==> config.mk <==
export PLATFORM = sky130hd
export DESIGN_NAME = parallel_io_ports
export DESIGN_NICKNAME = d
export VERILOG_FILES = /design/src/include/pio_pkg.sv /design/src/core/sync_two_stage.sv /design/src/core/parallel_io_ports.sv
export SDC_FILE = /design/constraint.sdc
export NUM_CORES = 1
export LEC_CHECK = 0
export BUFFER_PORTS_ARGS = -buffer_cell sky130_fd_sc_hd__buf_2
export CAP_MARGIN = 10
export CORE_MARGIN = 3
export CORE_UTILIZATION = 47
export CTS_CLUSTER_DIAMETER = 60
export DETAILED_ROUTE_END_ITERATION = 10
export HOLD_SLACK_MARGIN = 0.12
export MAX_ROUTING_LAYER = met4
export PLACE_DENSITY = 0.76
export SLEW_MARGIN = 30
export SYNTH_ARGS = -nofsm -noshare
export SYNTH_HDL_FRONTEND = slang
export SYNTH_HIERARCHICAL = 1
export SYNTH_SLANG_ARGS = --single-unit
==> constraint.sdc <==
create_clock -name clk -period 2.1 [get_ports clk]
set_clock_uncertainty 0.2 [all_clocks]
set_input_delay 0.21 -clock clk [delete_from_list [all_inputs] [get_ports clk]]
set_output_delay 0.21 -clock clk [all_outputs]
set_load 0.01 [all_outputs]
==> src/include/pio_pkg.sv <==
// constants for the parallel port block
package pio_pkg;
   // register indices; byte address is four times the index
   localparam logic [4:0] IDX_P1_DIR = 5'h00;
   localparam logic [4:0] IDX_P2_DIR = 5'h01;
   localparam logic [4:0] IDX_P1_DATA = 5'h02;
   localparam logic [4:0] IDX_P2_DATA = 5'h03;
   localparam logic [4:0] IDX_P3_DIR = 5'h04;
   localparam logic [4:0] IDX_P4_DIR = 5'h05;
   localparam logic [4:0] IDX_P3_DATA = 5'h06;
   localparam logic [4:0] IDX_P4_DATA = 5'h07;
   localparam logic [4:0] IDX_P3_CSR = 5'h0f;
   // control/status field positions
   localparam int CSR_FLAG = 7;
   localparam int CSR_IRQ_EN = 6;
   localparam int CSR_OSS = 4;
   localparam int CSR_LATCH = 3;
   // mode strap field in port two data
   localparam int MODE_LSB = 5;
   // port two special lines
   localparam int P2_TIMER_BIT = 1;
   localparam int P2_SCI_TX_BIT = 4;
   // mode codes
   localparam logic [2:0] MODE_SINGLE = 3'h7;
   localparam logic [2:0] MODE_MUX_PART = 3'h6;
   localparam logic [2:0] MODE_NMUX_PART = 3'h5;
   localparam logic [2:0] MODE_SINGLE_TEST = 3'h4;
   // reset values
   localparam logic [7:0] DIR_RESET = 8'h00;
   localparam logic [7:0] DATA_RESET = 8'h00;
   // axi responses
   localparam logic [1:0] RESP_OKAY = 2'h0;
   localparam logic [1:0] RESP_SLVERR = 2'h2;
   // io select decode: upper seven bits zero, bit 8 one
   localparam logic [6:0] IOS_HIGH = 7'h01;
   // external data phase length, clock cycles (covers input sync)
   localparam logic [1:0] DATA_CYCLES = 2'h3;
   // edge count after reset release at which mode pins are caught
   localparam logic [1:0] STRAP_EDGE = 2'h2;
   typedef enum logic [1:0] {BUS_IDLE, BUS_ADDR, BUS_DESEL, BUS_DATA}
      bus_state_t;
endpackage

==> src/core/sync_two_stage.sv <==
// two flip-flop synchroniser for pin inputs
`timescale 1ns/1ps
module sync_two_stage #(
   parameter int WIDTH = 8
) (
   // clock and reset
   input wire logic clk,
   input wire logic rst_n,
   // async in, synced out
   input wire logic [WIDTH-1:0] asyncIn,
   output logic [WIDTH-1:0] syncOut
);
   logic [WIDTH-1:0] stageOne;

   // first stage feeds only the second
   always_ff @(posedge clk or negedge rst_n) begin
      if (!rst_n) begin
         stageOne <= '0;
         syncOut <= '0;
      end else begin
         stageOne <= asyncIn;
         syncOut <= stageOne;
      end
   end
endmodule

==> src/core/parallel_io_ports.sv <==
// four parallel ports with port three handshake and expanded bus
// Functional notes
// - direction bit 1 output, 0 input
// - data and direction registers at fixed offsets
// - reset clears port 1, 2, 4 directions
// - port one always plain eight-bit io
// - mode pins caught into port2 bits 7..5
// - port2 bit1 only input or timer out
// - port two shared with serial and timer
// - expanded modes ignore port3 direction
// - flag and enable request external interrupt
// - latch enable captures port3 on strobe fall
// - strobe select picks write or read pulse
// - strobe falling edge sets read-only flag
// - flag cleared by status then data access
// - read/write high on read, rests high
// - io select decodes 0x0100 to 0x01ff
// - non-mux: port3 data, port4 low address
// - mux: address strobe marks low address phase
// - strobe end gives deselect before data
// - unused port4 address lines stay inputs
// - mux: port4 drives high address bits
// - mode codes select chip and bus modes
//
// Register access over AXI4-Lite was left to the implementer.
`timescale 1ns/1ps
module parallel_io_ports
   import pio_pkg::*;
(
   // clock and reset
   input wire logic clk,
   input wire logic rst_n,
   // axi4-lite write address and data
   input wire logic [31:0] awaddr,
   input wire logic awvalid,
   output logic awready,
   input wire logic [31:0] wdata,
   input wire logic [3:0] wstrb,
   input wire logic wvalid,
   output logic wready,
   output logic [1:0] bresp,
   output logic bvalid,
   input wire logic bready,
   // axi4-lite read
   input wire logic [31:0] araddr,
   input wire logic arvalid,
   output logic arready,
   output logic [31:0] rdata,
   output logic [1:0] rresp,
   output logic rvalid,
   input wire logic rready,
   // external bus request from the core
   input wire logic extReq,
   input wire logic extWrite,
   input wire logic [15:0] extAddr,
   input wire logic [7:0] extWdata,
   output logic [7:0] extRdata,
   output logic extDone,
   // timer and serial sharing on port two
   input wire logic timerOutEnable,
   input wire logic timerOutLevel,
   input wire logic sciTxEnable,
   input wire logic sciTxLevel,
   // port pins
   input wire logic [7:0] portOneIn,
   output logic [7:0] portOneOut,
   output logic [7:0] portOneOe,
   input wire logic [4:0] portTwoIn,
   output logic [4:0] portTwoOut,
   output logic [4:0] portTwoOe,
   input wire logic [7:0] portThreeIn,
   output logic [7:0] portThreeOut,
   output logic [7:0] portThreeOe,
   input wire logic [7:0] portFourIn,
   output logic [7:0] portFourOut,
   output logic [7:0] portFourOe,
   // strobe control pins
   input wire logic strobeControlOneIn,
   output logic strobeControlOneOut,
   output logic strobeControlOneOe,
   output logic strobeControlTwo,
   output logic externalInterruptLineN
);
   logic [7:0] p1Dir_reg, p1Data_reg, p3Dir_reg, p3Data_reg;
   logic [7:0] p4Dir_reg, p4Data_reg, p3Latch_reg;
   logic [4:0] p2Dir_reg, p2Data_reg;
   logic [2:0] mode_reg;
   logic [1:0] strapCnt_reg;
   logic [7:0] p1Sync, p3Sync, p4Sync;
   logic [4:0] p2Sync, p2ReadDir;
   logic strobeSync, strobePrev_reg, strobeFall;
   logic flag_reg, irqEn_reg, oss_reg, latchEn_reg, latched_reg;
   logic csrArmed_reg, p3WrDone_reg;
   logic [4:0] awIdx_reg, arIdx;
   logic awHave_reg, wHave_reg;
   logic [7:0] wByte_reg;
   logic wLane_reg;
   logic wrFire, rdFire, wrMapped, rdMapped;
   logic p3Access, csrRead;
   logic [7:0] rdValue;
   logic singleChip, nonMux, expanded;
   bus_state_t busState_reg;
   logic [15:0] busAddr_reg;
   logic [7:0] busWdata_reg;
   logic busWrite_reg;
   logic [1:0] dataCnt_reg;
   logic ioSelect;

   // pin synchronisers
   sync_two_stage #(.WIDTH(8)) syncP1 (
      .clk(clk), .rst_n(rst_n), .asyncIn(portOneIn), .syncOut(p1Sync));
   sync_two_stage #(.WIDTH(5)) syncP2 (
      .clk(clk), .rst_n(rst_n), .asyncIn(portTwoIn), .syncOut(p2Sync));
   sync_two_stage #(.WIDTH(8)) syncP3 (
      .clk(clk), .rst_n(rst_n), .asyncIn(portThreeIn),
      .syncOut(p3Sync));
   sync_two_stage #(.WIDTH(8)) syncP4 (
      .clk(clk), .rst_n(rst_n), .asyncIn(portFourIn), .syncOut(p4Sync));
   sync_two_stage #(.WIDTH(1)) syncStrobe (
      .clk(clk), .rst_n(rst_n), .asyncIn(strobeControlOneIn),
      .syncOut(strobeSync));

   assign singleChip = (mode_reg == MODE_SINGLE) ||
                       (mode_reg == MODE_SINGLE_TEST);
   assign nonMux = (mode_reg == MODE_NMUX_PART);
   assign expanded = !singleChip;

   always_ff @(posedge clk or negedge rst_n) begin
      if (!rst_n) begin
         strapCnt_reg <= 2'h0;
         mode_reg <= MODE_SINGLE;
      end else if (strapCnt_reg != STRAP_EDGE + 2'h1) begin
         strapCnt_reg <= strapCnt_reg + 2'h1;
         // synced strap pins hold the pin level from here on
         if (strapCnt_reg == STRAP_EDGE) begin
            mode_reg <= p2Sync[2:0];
         end
      end
   end

   // axi write channel acceptance
   always_ff @(posedge clk or negedge rst_n) begin
      if (!rst_n) begin
         awready <= 1'b1;
         wready <= 1'b1;
         awHave_reg <= 1'b0;
         wHave_reg <= 1'b0;
         awIdx_reg <= 5'h00;
         wByte_reg <= 8'h00;
         wLane_reg <= 1'b0;
         bvalid <= 1'b0;
         bresp <= RESP_OKAY;
      end else begin
         if (awvalid && awready) begin
            awIdx_reg <= awaddr[6:2];
            awHave_reg <= 1'b1;
            awready <= 1'b0;
         end
         if (wvalid && wready) begin
            wByte_reg <= wdata[7:0];
            wLane_reg <= wstrb[0];
            wHave_reg <= 1'b1;
            wready <= 1'b0;
         end
         if (wrFire) begin
            bvalid <= 1'b1;
            bresp <= wrMapped ? RESP_OKAY : RESP_SLVERR;
         end
         if (bvalid && bready) begin
            bvalid <= 1'b0;
            awHave_reg <= 1'b0;
            wHave_reg <= 1'b0;
            awready <= 1'b1;
            wready <= 1'b1;
         end
      end
   end

   assign wrFire = awHave_reg && wHave_reg && !bvalid;
   assign rdFire = arvalid && arready;
   assign arIdx = araddr[6:2];

   always_comb begin
      if (awIdx_reg <= IDX_P4_DATA) begin
         wrMapped = 1'b1;
      end else if (awIdx_reg == IDX_P3_CSR) begin
         wrMapped = 1'b1;
      end else begin
         wrMapped = 1'b0;
      end
   end

   always_ff @(posedge clk or negedge rst_n) begin
      if (!rst_n) begin
         p1Dir_reg <= DIR_RESET;
         p2Dir_reg <= DIR_RESET[4:0];
         p3Dir_reg <= DIR_RESET;
         p4Dir_reg <= DIR_RESET;
         p1Data_reg <= DATA_RESET;
         p2Data_reg <= DATA_RESET[4:0];
         p3Data_reg <= DATA_RESET;
         p4Data_reg <= DATA_RESET;
      end else if (wrFire && wLane_reg) begin
         if (awIdx_reg == IDX_P1_DIR) begin
            p1Dir_reg <= wByte_reg;
         end else if (awIdx_reg == IDX_P2_DIR) begin
            p2Dir_reg <= wByte_reg[4:0];
         end else if (awIdx_reg == IDX_P1_DATA) begin
            p1Data_reg <= wByte_reg;
         end else if (awIdx_reg == IDX_P2_DATA) begin
            // mode bits stay read-only
            p2Data_reg <= wByte_reg[4:0];
         end else if (awIdx_reg == IDX_P3_DIR) begin
            p3Dir_reg <= wByte_reg;
         end else if (awIdx_reg == IDX_P4_DIR) begin
            p4Dir_reg <= wByte_reg;
         end else if (awIdx_reg == IDX_P3_DATA) begin
            p3Data_reg <= wByte_reg;
         end else if (awIdx_reg == IDX_P4_DATA) begin
            p4Data_reg <= wByte_reg;
         end
      end
   end

   // handshake control bits
   always_ff @(posedge clk or negedge rst_n) begin
      if (!rst_n) begin
         irqEn_reg <= 1'b0;
         oss_reg <= 1'b0;
         latchEn_reg <= 1'b0;
      end else if (wrFire && wLane_reg && awIdx_reg == IDX_P3_CSR) begin
         irqEn_reg <= wByte_reg[CSR_IRQ_EN];
         oss_reg <= wByte_reg[CSR_OSS];
         latchEn_reg <= wByte_reg[CSR_LATCH];
      end
   end

   // strobe falling edge from synced samples
   always_ff @(posedge clk or negedge rst_n) begin
      if (!rst_n) begin
         strobePrev_reg <= 1'b0; // synced reset zero is no edge
      end else begin
         strobePrev_reg <= strobeSync;
      end
   end
   assign strobeFall = strobePrev_reg && !strobeSync && singleChip;

   assign p3Access = (wrFire && awIdx_reg == IDX_P3_DATA) ||
                     (rdFire && arIdx == IDX_P3_DATA);
   assign csrRead = rdFire && arIdx == IDX_P3_CSR;

   always_ff @(posedge clk or negedge rst_n) begin
      if (!rst_n) begin
         flag_reg <= 1'b0;
         csrArmed_reg <= 1'b0;
      end else begin
         if (csrRead) begin
            csrArmed_reg <= 1'b1;
         end else if (p3Access) begin
            csrArmed_reg <= 1'b0;
         end
         if (strobeFall) begin
            flag_reg <= 1'b1;
         end else if (p3Access && csrArmed_reg) begin
            flag_reg <= 1'b0;
         end
      end
   end

   // input latch, reopened by port3 read
   always_ff @(posedge clk or negedge rst_n) begin
      if (!rst_n) begin
         latched_reg <= 1'b0;
         p3Latch_reg <= 8'h00;
      end else if (strobeFall && latchEn_reg && !latched_reg) begin
         latched_reg <= 1'b1;
         p3Latch_reg <= p3Sync;
      end else if (rdFire && arIdx == IDX_P3_DATA) begin
         latched_reg <= 1'b0;
      end
   end

   // timer line always reads back as an input
   always_comb begin
      p2ReadDir = p2Dir_reg;
      p2ReadDir[P2_TIMER_BIT] = 1'b0;
   end

   // read mux; direction registers read zero
   always_comb begin
      rdValue = 8'h00;
      rdMapped = 1'b1;
      if (arIdx == IDX_P1_DIR || arIdx == IDX_P2_DIR) begin
         rdValue = 8'h00;
      end else if (arIdx == IDX_P3_DIR || arIdx == IDX_P4_DIR) begin
         rdValue = 8'h00;
      end else if (arIdx == IDX_P1_DATA) begin
         rdValue = (p1Data_reg & p1Dir_reg) | (p1Sync & ~p1Dir_reg);
      end else if (arIdx == IDX_P2_DATA) begin
         rdValue = {mode_reg,
                    (p2Data_reg & p2ReadDir) | (p2Sync & ~p2ReadDir)};
      end else if (arIdx == IDX_P3_DATA) begin
         if (latched_reg) begin
            rdValue = (p3Data_reg & p3Dir_reg) | (p3Latch_reg & ~p3Dir_reg);
         end else begin
            rdValue = (p3Data_reg & p3Dir_reg) | (p3Sync & ~p3Dir_reg);
         end
      end else if (arIdx == IDX_P4_DATA) begin
         rdValue = (p4Data_reg & p4Dir_reg) | (p4Sync & ~p4Dir_reg);
      end else if (arIdx == IDX_P3_CSR) begin
         rdValue[CSR_FLAG] = flag_reg;
         rdValue[CSR_IRQ_EN] = irqEn_reg;
         rdValue[CSR_OSS] = oss_reg;
         rdValue[CSR_LATCH] = latchEn_reg;
      end else begin
         rdMapped = 1'b0;
      end
   end

   // axi read channel
   always_ff @(posedge clk or negedge rst_n) begin
      if (!rst_n) begin
         arready <= 1'b1;
         rvalid <= 1'b0;
         rdata <= 32'h0000_0000;
         rresp <= RESP_OKAY;
      end else if (rdFire) begin
         arready <= 1'b0;
         rvalid <= 1'b1;
         rdata <= {24'h00_0000, rdValue};
         rresp <= rdMapped ? RESP_OKAY : RESP_SLVERR;
      end else if (rvalid && rready) begin
         arready <= 1'b1;
         rvalid <= 1'b0;
      end
   end

   // external bus sequencer
   always_ff @(posedge clk or negedge rst_n) begin
      if (!rst_n) begin
         busState_reg <= BUS_IDLE;
         busAddr_reg <= 16'h0000;
         busWdata_reg <= 8'h00;
         busWrite_reg <= 1'b0;
         dataCnt_reg <= 2'h0;
         extRdata <= 8'h00;
         extDone <= 1'b0;
      end else begin
         extDone <= 1'b0;
         case (busState_reg)
            BUS_IDLE: begin
               if (extReq && expanded && !extDone) begin
                  busAddr_reg <= extAddr;
                  busWdata_reg <= extWdata;
                  busWrite_reg <= extWrite;
                  dataCnt_reg <= 2'h0;
                  busState_reg <= nonMux ? BUS_DATA : BUS_ADDR;
               end
            end
            BUS_ADDR: begin
               busState_reg <= BUS_DESEL;
            end
            BUS_DESEL: begin
               busState_reg <= BUS_DATA;
            end
            BUS_DATA: begin
               dataCnt_reg <= dataCnt_reg + 2'h1;
               if (dataCnt_reg == DATA_CYCLES - 2'h1) begin
                  extRdata <= p3Sync;
                  extDone <= 1'b1;
                  busState_reg <= BUS_IDLE;
               end
            end
            default: busState_reg <= BUS_IDLE;
         endcase
      end
   end

   assign ioSelect = busAddr_reg[15:9] == IOS_HIGH[6:0] >> 1 &&
                     busAddr_reg[8];

   always_ff @(posedge clk or negedge rst_n) begin
      if (!rst_n) begin
         portOneOut <= 8'h00;
         portOneOe <= 8'h00;
      end else begin
         portOneOut <= p1Data_reg;
         portOneOe <= p1Dir_reg;
      end
   end

   always_ff @(posedge clk or negedge rst_n) begin
      if (!rst_n) begin
         portTwoOut <= 5'h00;
         portTwoOe <= 5'h00;
      end else begin
         portTwoOut <= p2Data_reg;
         portTwoOe <= p2Dir_reg;
         portTwoOut[P2_TIMER_BIT] <= timerOutLevel;
         portTwoOe[P2_TIMER_BIT] <= timerOutEnable;
         if (sciTxEnable) begin
            portTwoOut[P2_SCI_TX_BIT] <= sciTxLevel;
            portTwoOe[P2_SCI_TX_BIT] <= 1'b1;
         end
      end
   end

   always_ff @(posedge clk or negedge rst_n) begin
      if (!rst_n) begin
         portThreeOut <= 8'h00;
         portThreeOe <= 8'h00;
      end else if (singleChip) begin
         portThreeOut <= p3Data_reg;
         portThreeOe <= p3Dir_reg;
      end else if (busState_reg == BUS_ADDR ||
                   (busState_reg == BUS_IDLE && extReq && !extDone &&
                    !nonMux)) begin
         portThreeOut <= (busState_reg == BUS_IDLE) ?
                         extAddr[7:0] : busAddr_reg[7:0];
         portThreeOe <= 8'hff;
      end else if (busState_reg == BUS_DATA && busWrite_reg) begin
         portThreeOut <= busWdata_reg;
         portThreeOe <= 8'hff;
      end else begin
         portThreeOut <= 8'h00;
         portThreeOe <= 8'h00;
      end
   end

   always_ff @(posedge clk or negedge rst_n) begin
      if (!rst_n) begin
         portFourOut <= 8'h00;
         portFourOe <= 8'h00;
      end else if (singleChip) begin
         portFourOut <= p4Data_reg;
         portFourOe <= p4Dir_reg;
      end else if (nonMux) begin
         portFourOut <= busAddr_reg[7:0] & p4Dir_reg;
         portFourOe <= p4Dir_reg;
      end else begin
         portFourOut <= busAddr_reg[15:8] & p4Dir_reg;
         portFourOe <= p4Dir_reg;
      end
   end

   // write strobe waits for new data on the pins
   always_ff @(posedge clk or negedge rst_n) begin
      if (!rst_n) begin
         p3WrDone_reg <= 1'b0;
      end else begin
         p3WrDone_reg <= wrFire && awIdx_reg == IDX_P3_DATA;
      end
   end

   always_ff @(posedge clk or negedge rst_n) begin
      if (!rst_n) begin
         strobeControlOneOut <= 1'b0;
         strobeControlOneOe <= 1'b0;
         strobeControlTwo <= 1'b1;
      end else if (singleChip) begin
         strobeControlOneOut <= 1'b0;
         strobeControlOneOe <= 1'b0;
         strobeControlTwo <= !(oss_reg ?
            p3WrDone_reg :
            (rdFire && arIdx == IDX_P3_DATA));
      end else begin
         strobeControlOneOe <= 1'b1;
         strobeControlOneOut <= nonMux ?
            !(busState_reg == BUS_DATA && ioSelect) :
            (busState_reg == BUS_ADDR);
         strobeControlTwo <= !(busState_reg == BUS_DATA && busWrite_reg);
      end
   end

   always_ff @(posedge clk or negedge rst_n) begin
      if (!rst_n) begin
         externalInterruptLineN <= 1'b1;
      end else begin
         externalInterruptLineN <= !(flag_reg && irqEn_reg);
      end
   end

   // checks
   a_irq_follows_flag: assert property (@(posedge clk) disable iff (!rst_n)
      flag_reg && irqEn_reg |=> !externalInterruptLineN)
      else $error("interrupt not raised");
   a_flag_on_fall: assert property (@(posedge clk) disable iff (!rst_n)
      strobeFall |=> flag_reg)
      else $error("flag not set on strobe fall");
   a_flag_clear_cause: assert property (@(posedge clk) disable iff (!rst_n)
      $fell(flag_reg) |-> $past(p3Access) && $past(csrArmed_reg))
      else $error("flag cleared without sequence");
   a_latch_hold: assert property (@(posedge clk) disable iff (!rst_n)
      latched_reg && !rdFire |=> $stable(p3Latch_reg))
      else $error("latched data changed");
   a_rw_rest_high: assert property (@(posedge clk) disable iff (!rst_n)
      expanded && busState_reg == BUS_IDLE |=> strobeControlTwo)
      else $error("read/write not resting high");
   a_strobe_pulse: assert property (@(posedge clk) disable iff (!rst_n)
      singleChip && oss_reg && wrFire && awIdx_reg == IDX_P3_DATA
      |=> ##1 !strobeControlTwo ##1 strobeControlTwo)
      else $error("output strobe not one cycle");
   a_desel_gap: assert property (@(posedge clk) disable iff (!rst_n)
      expanded && busState_reg == BUS_DESEL |=> portThreeOe == 8'h00)
      else $error("bus driven during deselect");
   a_addr_strobe: assert property (@(posedge clk) disable iff (!rst_n)
      !singleChip && !nonMux && busState_reg == BUS_ADDR
      |=> strobeControlOneOut && portThreeOut == busAddr_reg[7:0])
      else $error("address strobe phase wrong");
   a_p4_inputs: assert property (@(posedge clk) disable iff (!rst_n)
      1'b1 |=> portFourOe == $past(p4Dir_reg))
      else $error("port four enable not from direction");
   c_strobe_fall: cover property (@(posedge clk) disable iff (!rst_n)
      strobeFall && latchEn_reg);
   c_ext_done: cover property (@(posedge clk) disable iff (!rst_n)
      extDone);
   c_flag_clear: cover property (@(posedge clk) disable iff (!rst_n)
      $fell(flag_reg));
endmodule

==> impl_metrics.env <==
export IMPL_antenna_violating_nets_left=0
export IMPL_cp_data_arrival_time_ns=2.22
export IMPL_antenna_cells=0
export IMPL_crit_path_start_kind="flop"
export IMPL_detailroute_via_count=6866
export IMPL_numClockSinks=268
export IMPL_die_height_um=154
export IMPL_static_leakage_power_nw=6.71
export IMPL_tns_ns=0
export IMPL_min_path_type="in2reg"
export IMPL_grt_max_degree=61
export IMPL_drive_above_1_share=0.391
export IMPL_synthDistinctLibCells=52
export IMPL_max_slew_worst_pin_slew_ns=0.586
export IMPL_grt_antenna_before_repair=0
export IMPL_final_nets=1215
export IMPL_dr_pass1_iters=4
export IMPL_area_delta_synth_final_pct=32.0
export IMPL_crit_type="reg2reg"
export IMPL_ys_warnings_count=6
export IMPL_placed_area_um2=11700
export IMPL_slew_headroom=0.609
export IMPL_largest_register_ffs=16
export IMPL_remaining_drc_errors=0
export IMPL_cts_setup_buffers=0
export IMPL_post_place_ws_ns=0.0204
export IMPL_global_route_wire_length_before_repair_um=40700
export IMPL_most_common_cell_after_layout_fill_and_taps_aside="dfrtp_1"
export IMPL_slew_violations=0
export IMPL_finalWeightedCongestion=0.856
export IMPL_layout_common_cells="dfrtp_1, buf_2, mux2_2"
export IMPL_fin_util=0.641
export IMPL_final_fill_count=1518
export IMPL_syn_area_per_cell_um2=14.3
export IMPL_timing_critical_path_to_type="flop"
export IMPL_yosysSeqAreaShare=0.650
export IMPL_synthesis_instances=725
export IMPL_final_critical_path_time_including_i_o_delays_and_setup_ns=2.02
export IMPL_drv_cap=0
export IMPL_p_total_mw=16.9
export IMPL_core_area_um2=21300
export IMPL_vias_in_the_first_global_route=7370
export IMPL_hold_slack_ns=0.134
export IMPL_clk_pin_slew_ns=0.06
export IMPL_syn_area_um2=10300
export IMPL_io_buffer_count=171
export IMPL_num_io_pins=279
export IMPL_wl_um=25700
export IMPL_rsz0062_at_grt="false"
export IMPL_initial_utilization=0.486
export IMPL_final_design_area_no_fill_um2=13600
export IMPL_final_min_period_over_clock_period=0.962
export IMPL_drt_vias_per_instance=5.15
export IMPL_post_route_worst_setup_slack_ns=0.0795
export IMPL_finalSetupViolCount=0
export IMPL_ys_flop_type="dfrtp_1"
export IMPL_synth_seq_cells=268
export IMPL_p_per_area_nw_per_um2=1240
export IMPL_global_route_usage_over_all_layers=0.223
export IMPL_critPathRequiredTime_ns=2.30
export IMPL_place_detailed_hpwl_um=17200
export IMPL_outcome="finished, final reports clean"
export IMPL_detail_route_wl_per_cell_um=19.3
export IMPL_hold_viol=0
export IMPL_cts_inserted_buffers=27
export IMPL_cts_max_path_buffers=3
export IMPL_overflow=0
export IMPL_synth_edff_count=0
export IMPL_clock_fmax_mhz=495
export IMPL_cts_root_buffer="clkbuf_16"
export IMPL_floorplan_die_area_um2=23800
export IMPL_tritoncts="done"
export IMPL_numPlacedInstances=1184
export IMPL_chipWidth_um=154
export IMPL_ir_worst_vdd_uv=823
export IMPL_async_reset_ff_frac=1.00
export IMPL_critical_path_peak_fanout=8
export IMPL_h_tree_depth=1
export IMPL_clock_insertion_delay_worst_skew_ns=0.52
export IMPL_drt_iter0_markers=400
export IMPL_final_instance_count_excl_fill=1333
export IMPL_fp_row_count=53
-- logic make-up after synthesis --
kind of cell	Yosys count	synth area share
compound gates	89	0.0545
fa+ha+maj	8	0.00968
flops	268	0.650
buf+inv	65	0.0373
simple gates	114	0.0572
xor+xnor	2	0.00169
other cells	1	0.000363
mux	178	0.190
-- final timing paths --
path                                               from                           end  slack [ns]  depth (start not counted)
min reg2reg                syncP4/stageOne[0]$_DFF_PN0_   syncP4/syncOut[0]$_DFF_PN0_        0.15                          0
max                            awIdx_reg[4]$_DFFE_PN0P_     p3Data_reg[5]$_DFFE_PN0P_        0.08                          4
max in group asynchronous                         rst_n       portTwoOut[1]$_DFF_PN0_        0.40                          4
max reg2reg                    awIdx_reg[4]$_DFFE_PN0P_     p3Data_reg[5]$_DFFE_PN0P_        0.08                          4
min in group asynchronous                         rst_n       portFourOe[1]$_DFF_PN0_        0.57                          3
min                                      portThreeIn[1]  syncP3/stageOne[1]$_DFF_PN0_        0.13                          2
-- critical path: stages, from the launching register on --
cell and delay, ns:
dfrtp_2 0.45, or4b_4 0.59, nor2_2 0.18, buf_12 0.14, mux2_2 0.34
-- repair_timing --
action                                  CTS  global route
hold buffers                            102             0
endpoints found under the setup margin    0            39
hold endpoints to repair                367             0
gates resized for setup                   0             7
-- Yosys cell counts, types with 2 or more instances --
cell type | number | share of area
a31oi_1 | 15 | 0.0091
o32ai_1 | 2 | 0.0017
nor3b_1 | 2 | 0.0015
o221ai_1 | 2 | 0.0017
buf_1 | 3 | 0.0011
nand3_1 | 11 | 0.0053
a21o_1 | 8 | 0.0058
o21ai_0 | 22 | 0.011
buf_6 | 5 | 0.0054
o211ai_1 | 6 | 0.0044
a32oi_1 | 4 | 0.0034
nor3_4 | 2 | 0.0031
ha_1 | 8 | 0.0097
mux2_2 | 142 | 0.15
dfrtp_1 | 260 | 0.63
dfstp_2 | 8 | 0.020
nand2_1 | 47 | 0.017
and2_1 | 2 | 0.0012
o311ai_0 | 2 | 0.0017
nor2_2 | 2 | 0.0012
a22oi_1 | 4 | 0.0029
xnor2_1 | 2 | 0.0017
mux2i_1 | 35 | 0.034
buf_2 | 5 | 0.0024
nor4b_1 | 2 | 0.0017
nor2b_1 | 3 | 0.0018
inv_1 | 15 | 0.0054
nor2_1 | 18 | 0.0065
a21oi_1 | 19 | 0.0092
and3b_1 | 2 | 0.0017
nand4_1 | 4 | 0.0024
nor3_1 | 3 | 0.0015
nand4b_1 | 2 | 0.0017
buf_4 | 26 | 0.019
clkbuf_1 | 10 | 0.0036
nand2b_1 | 6 | 0.0036
-- layout make-up --
cell class / count / area (µm²) / share of cell area
clock buffer: 40 / 815 / 0.0597
clock inverter: 7 / 85.1 / 0.00624
inverter: 16 / 60.1 / 0.00440
multi-input combinational: 417 / 3360 / 0.246
sequential: 268 / 6720 / 0.492
tap: 275 / 344 / 0.0252
timing repair buffer: 310 / 2270 / 0.166
-- report_power, final --
group          leakage (nW)  switching, mW  internal, mW
Combinational          2.88           1.92          2.20
Sequential             3.39           1.31          6.70
Clock                 0.450           1.88          2.90
-- layer usage --
metal  wire length [µm]  part of all wire  vias up  global-route usage
li1                   -                 -     3145                   -
met1              10800              0.42     3452               0.293
met2              12900              0.50      238               0.370
met3               1620             0.063       31              0.0406
met4                420             0.016        0              0.0450
met5                  0                 0        -                   -
No activity file was read; power rests on OpenSTA's default activity.
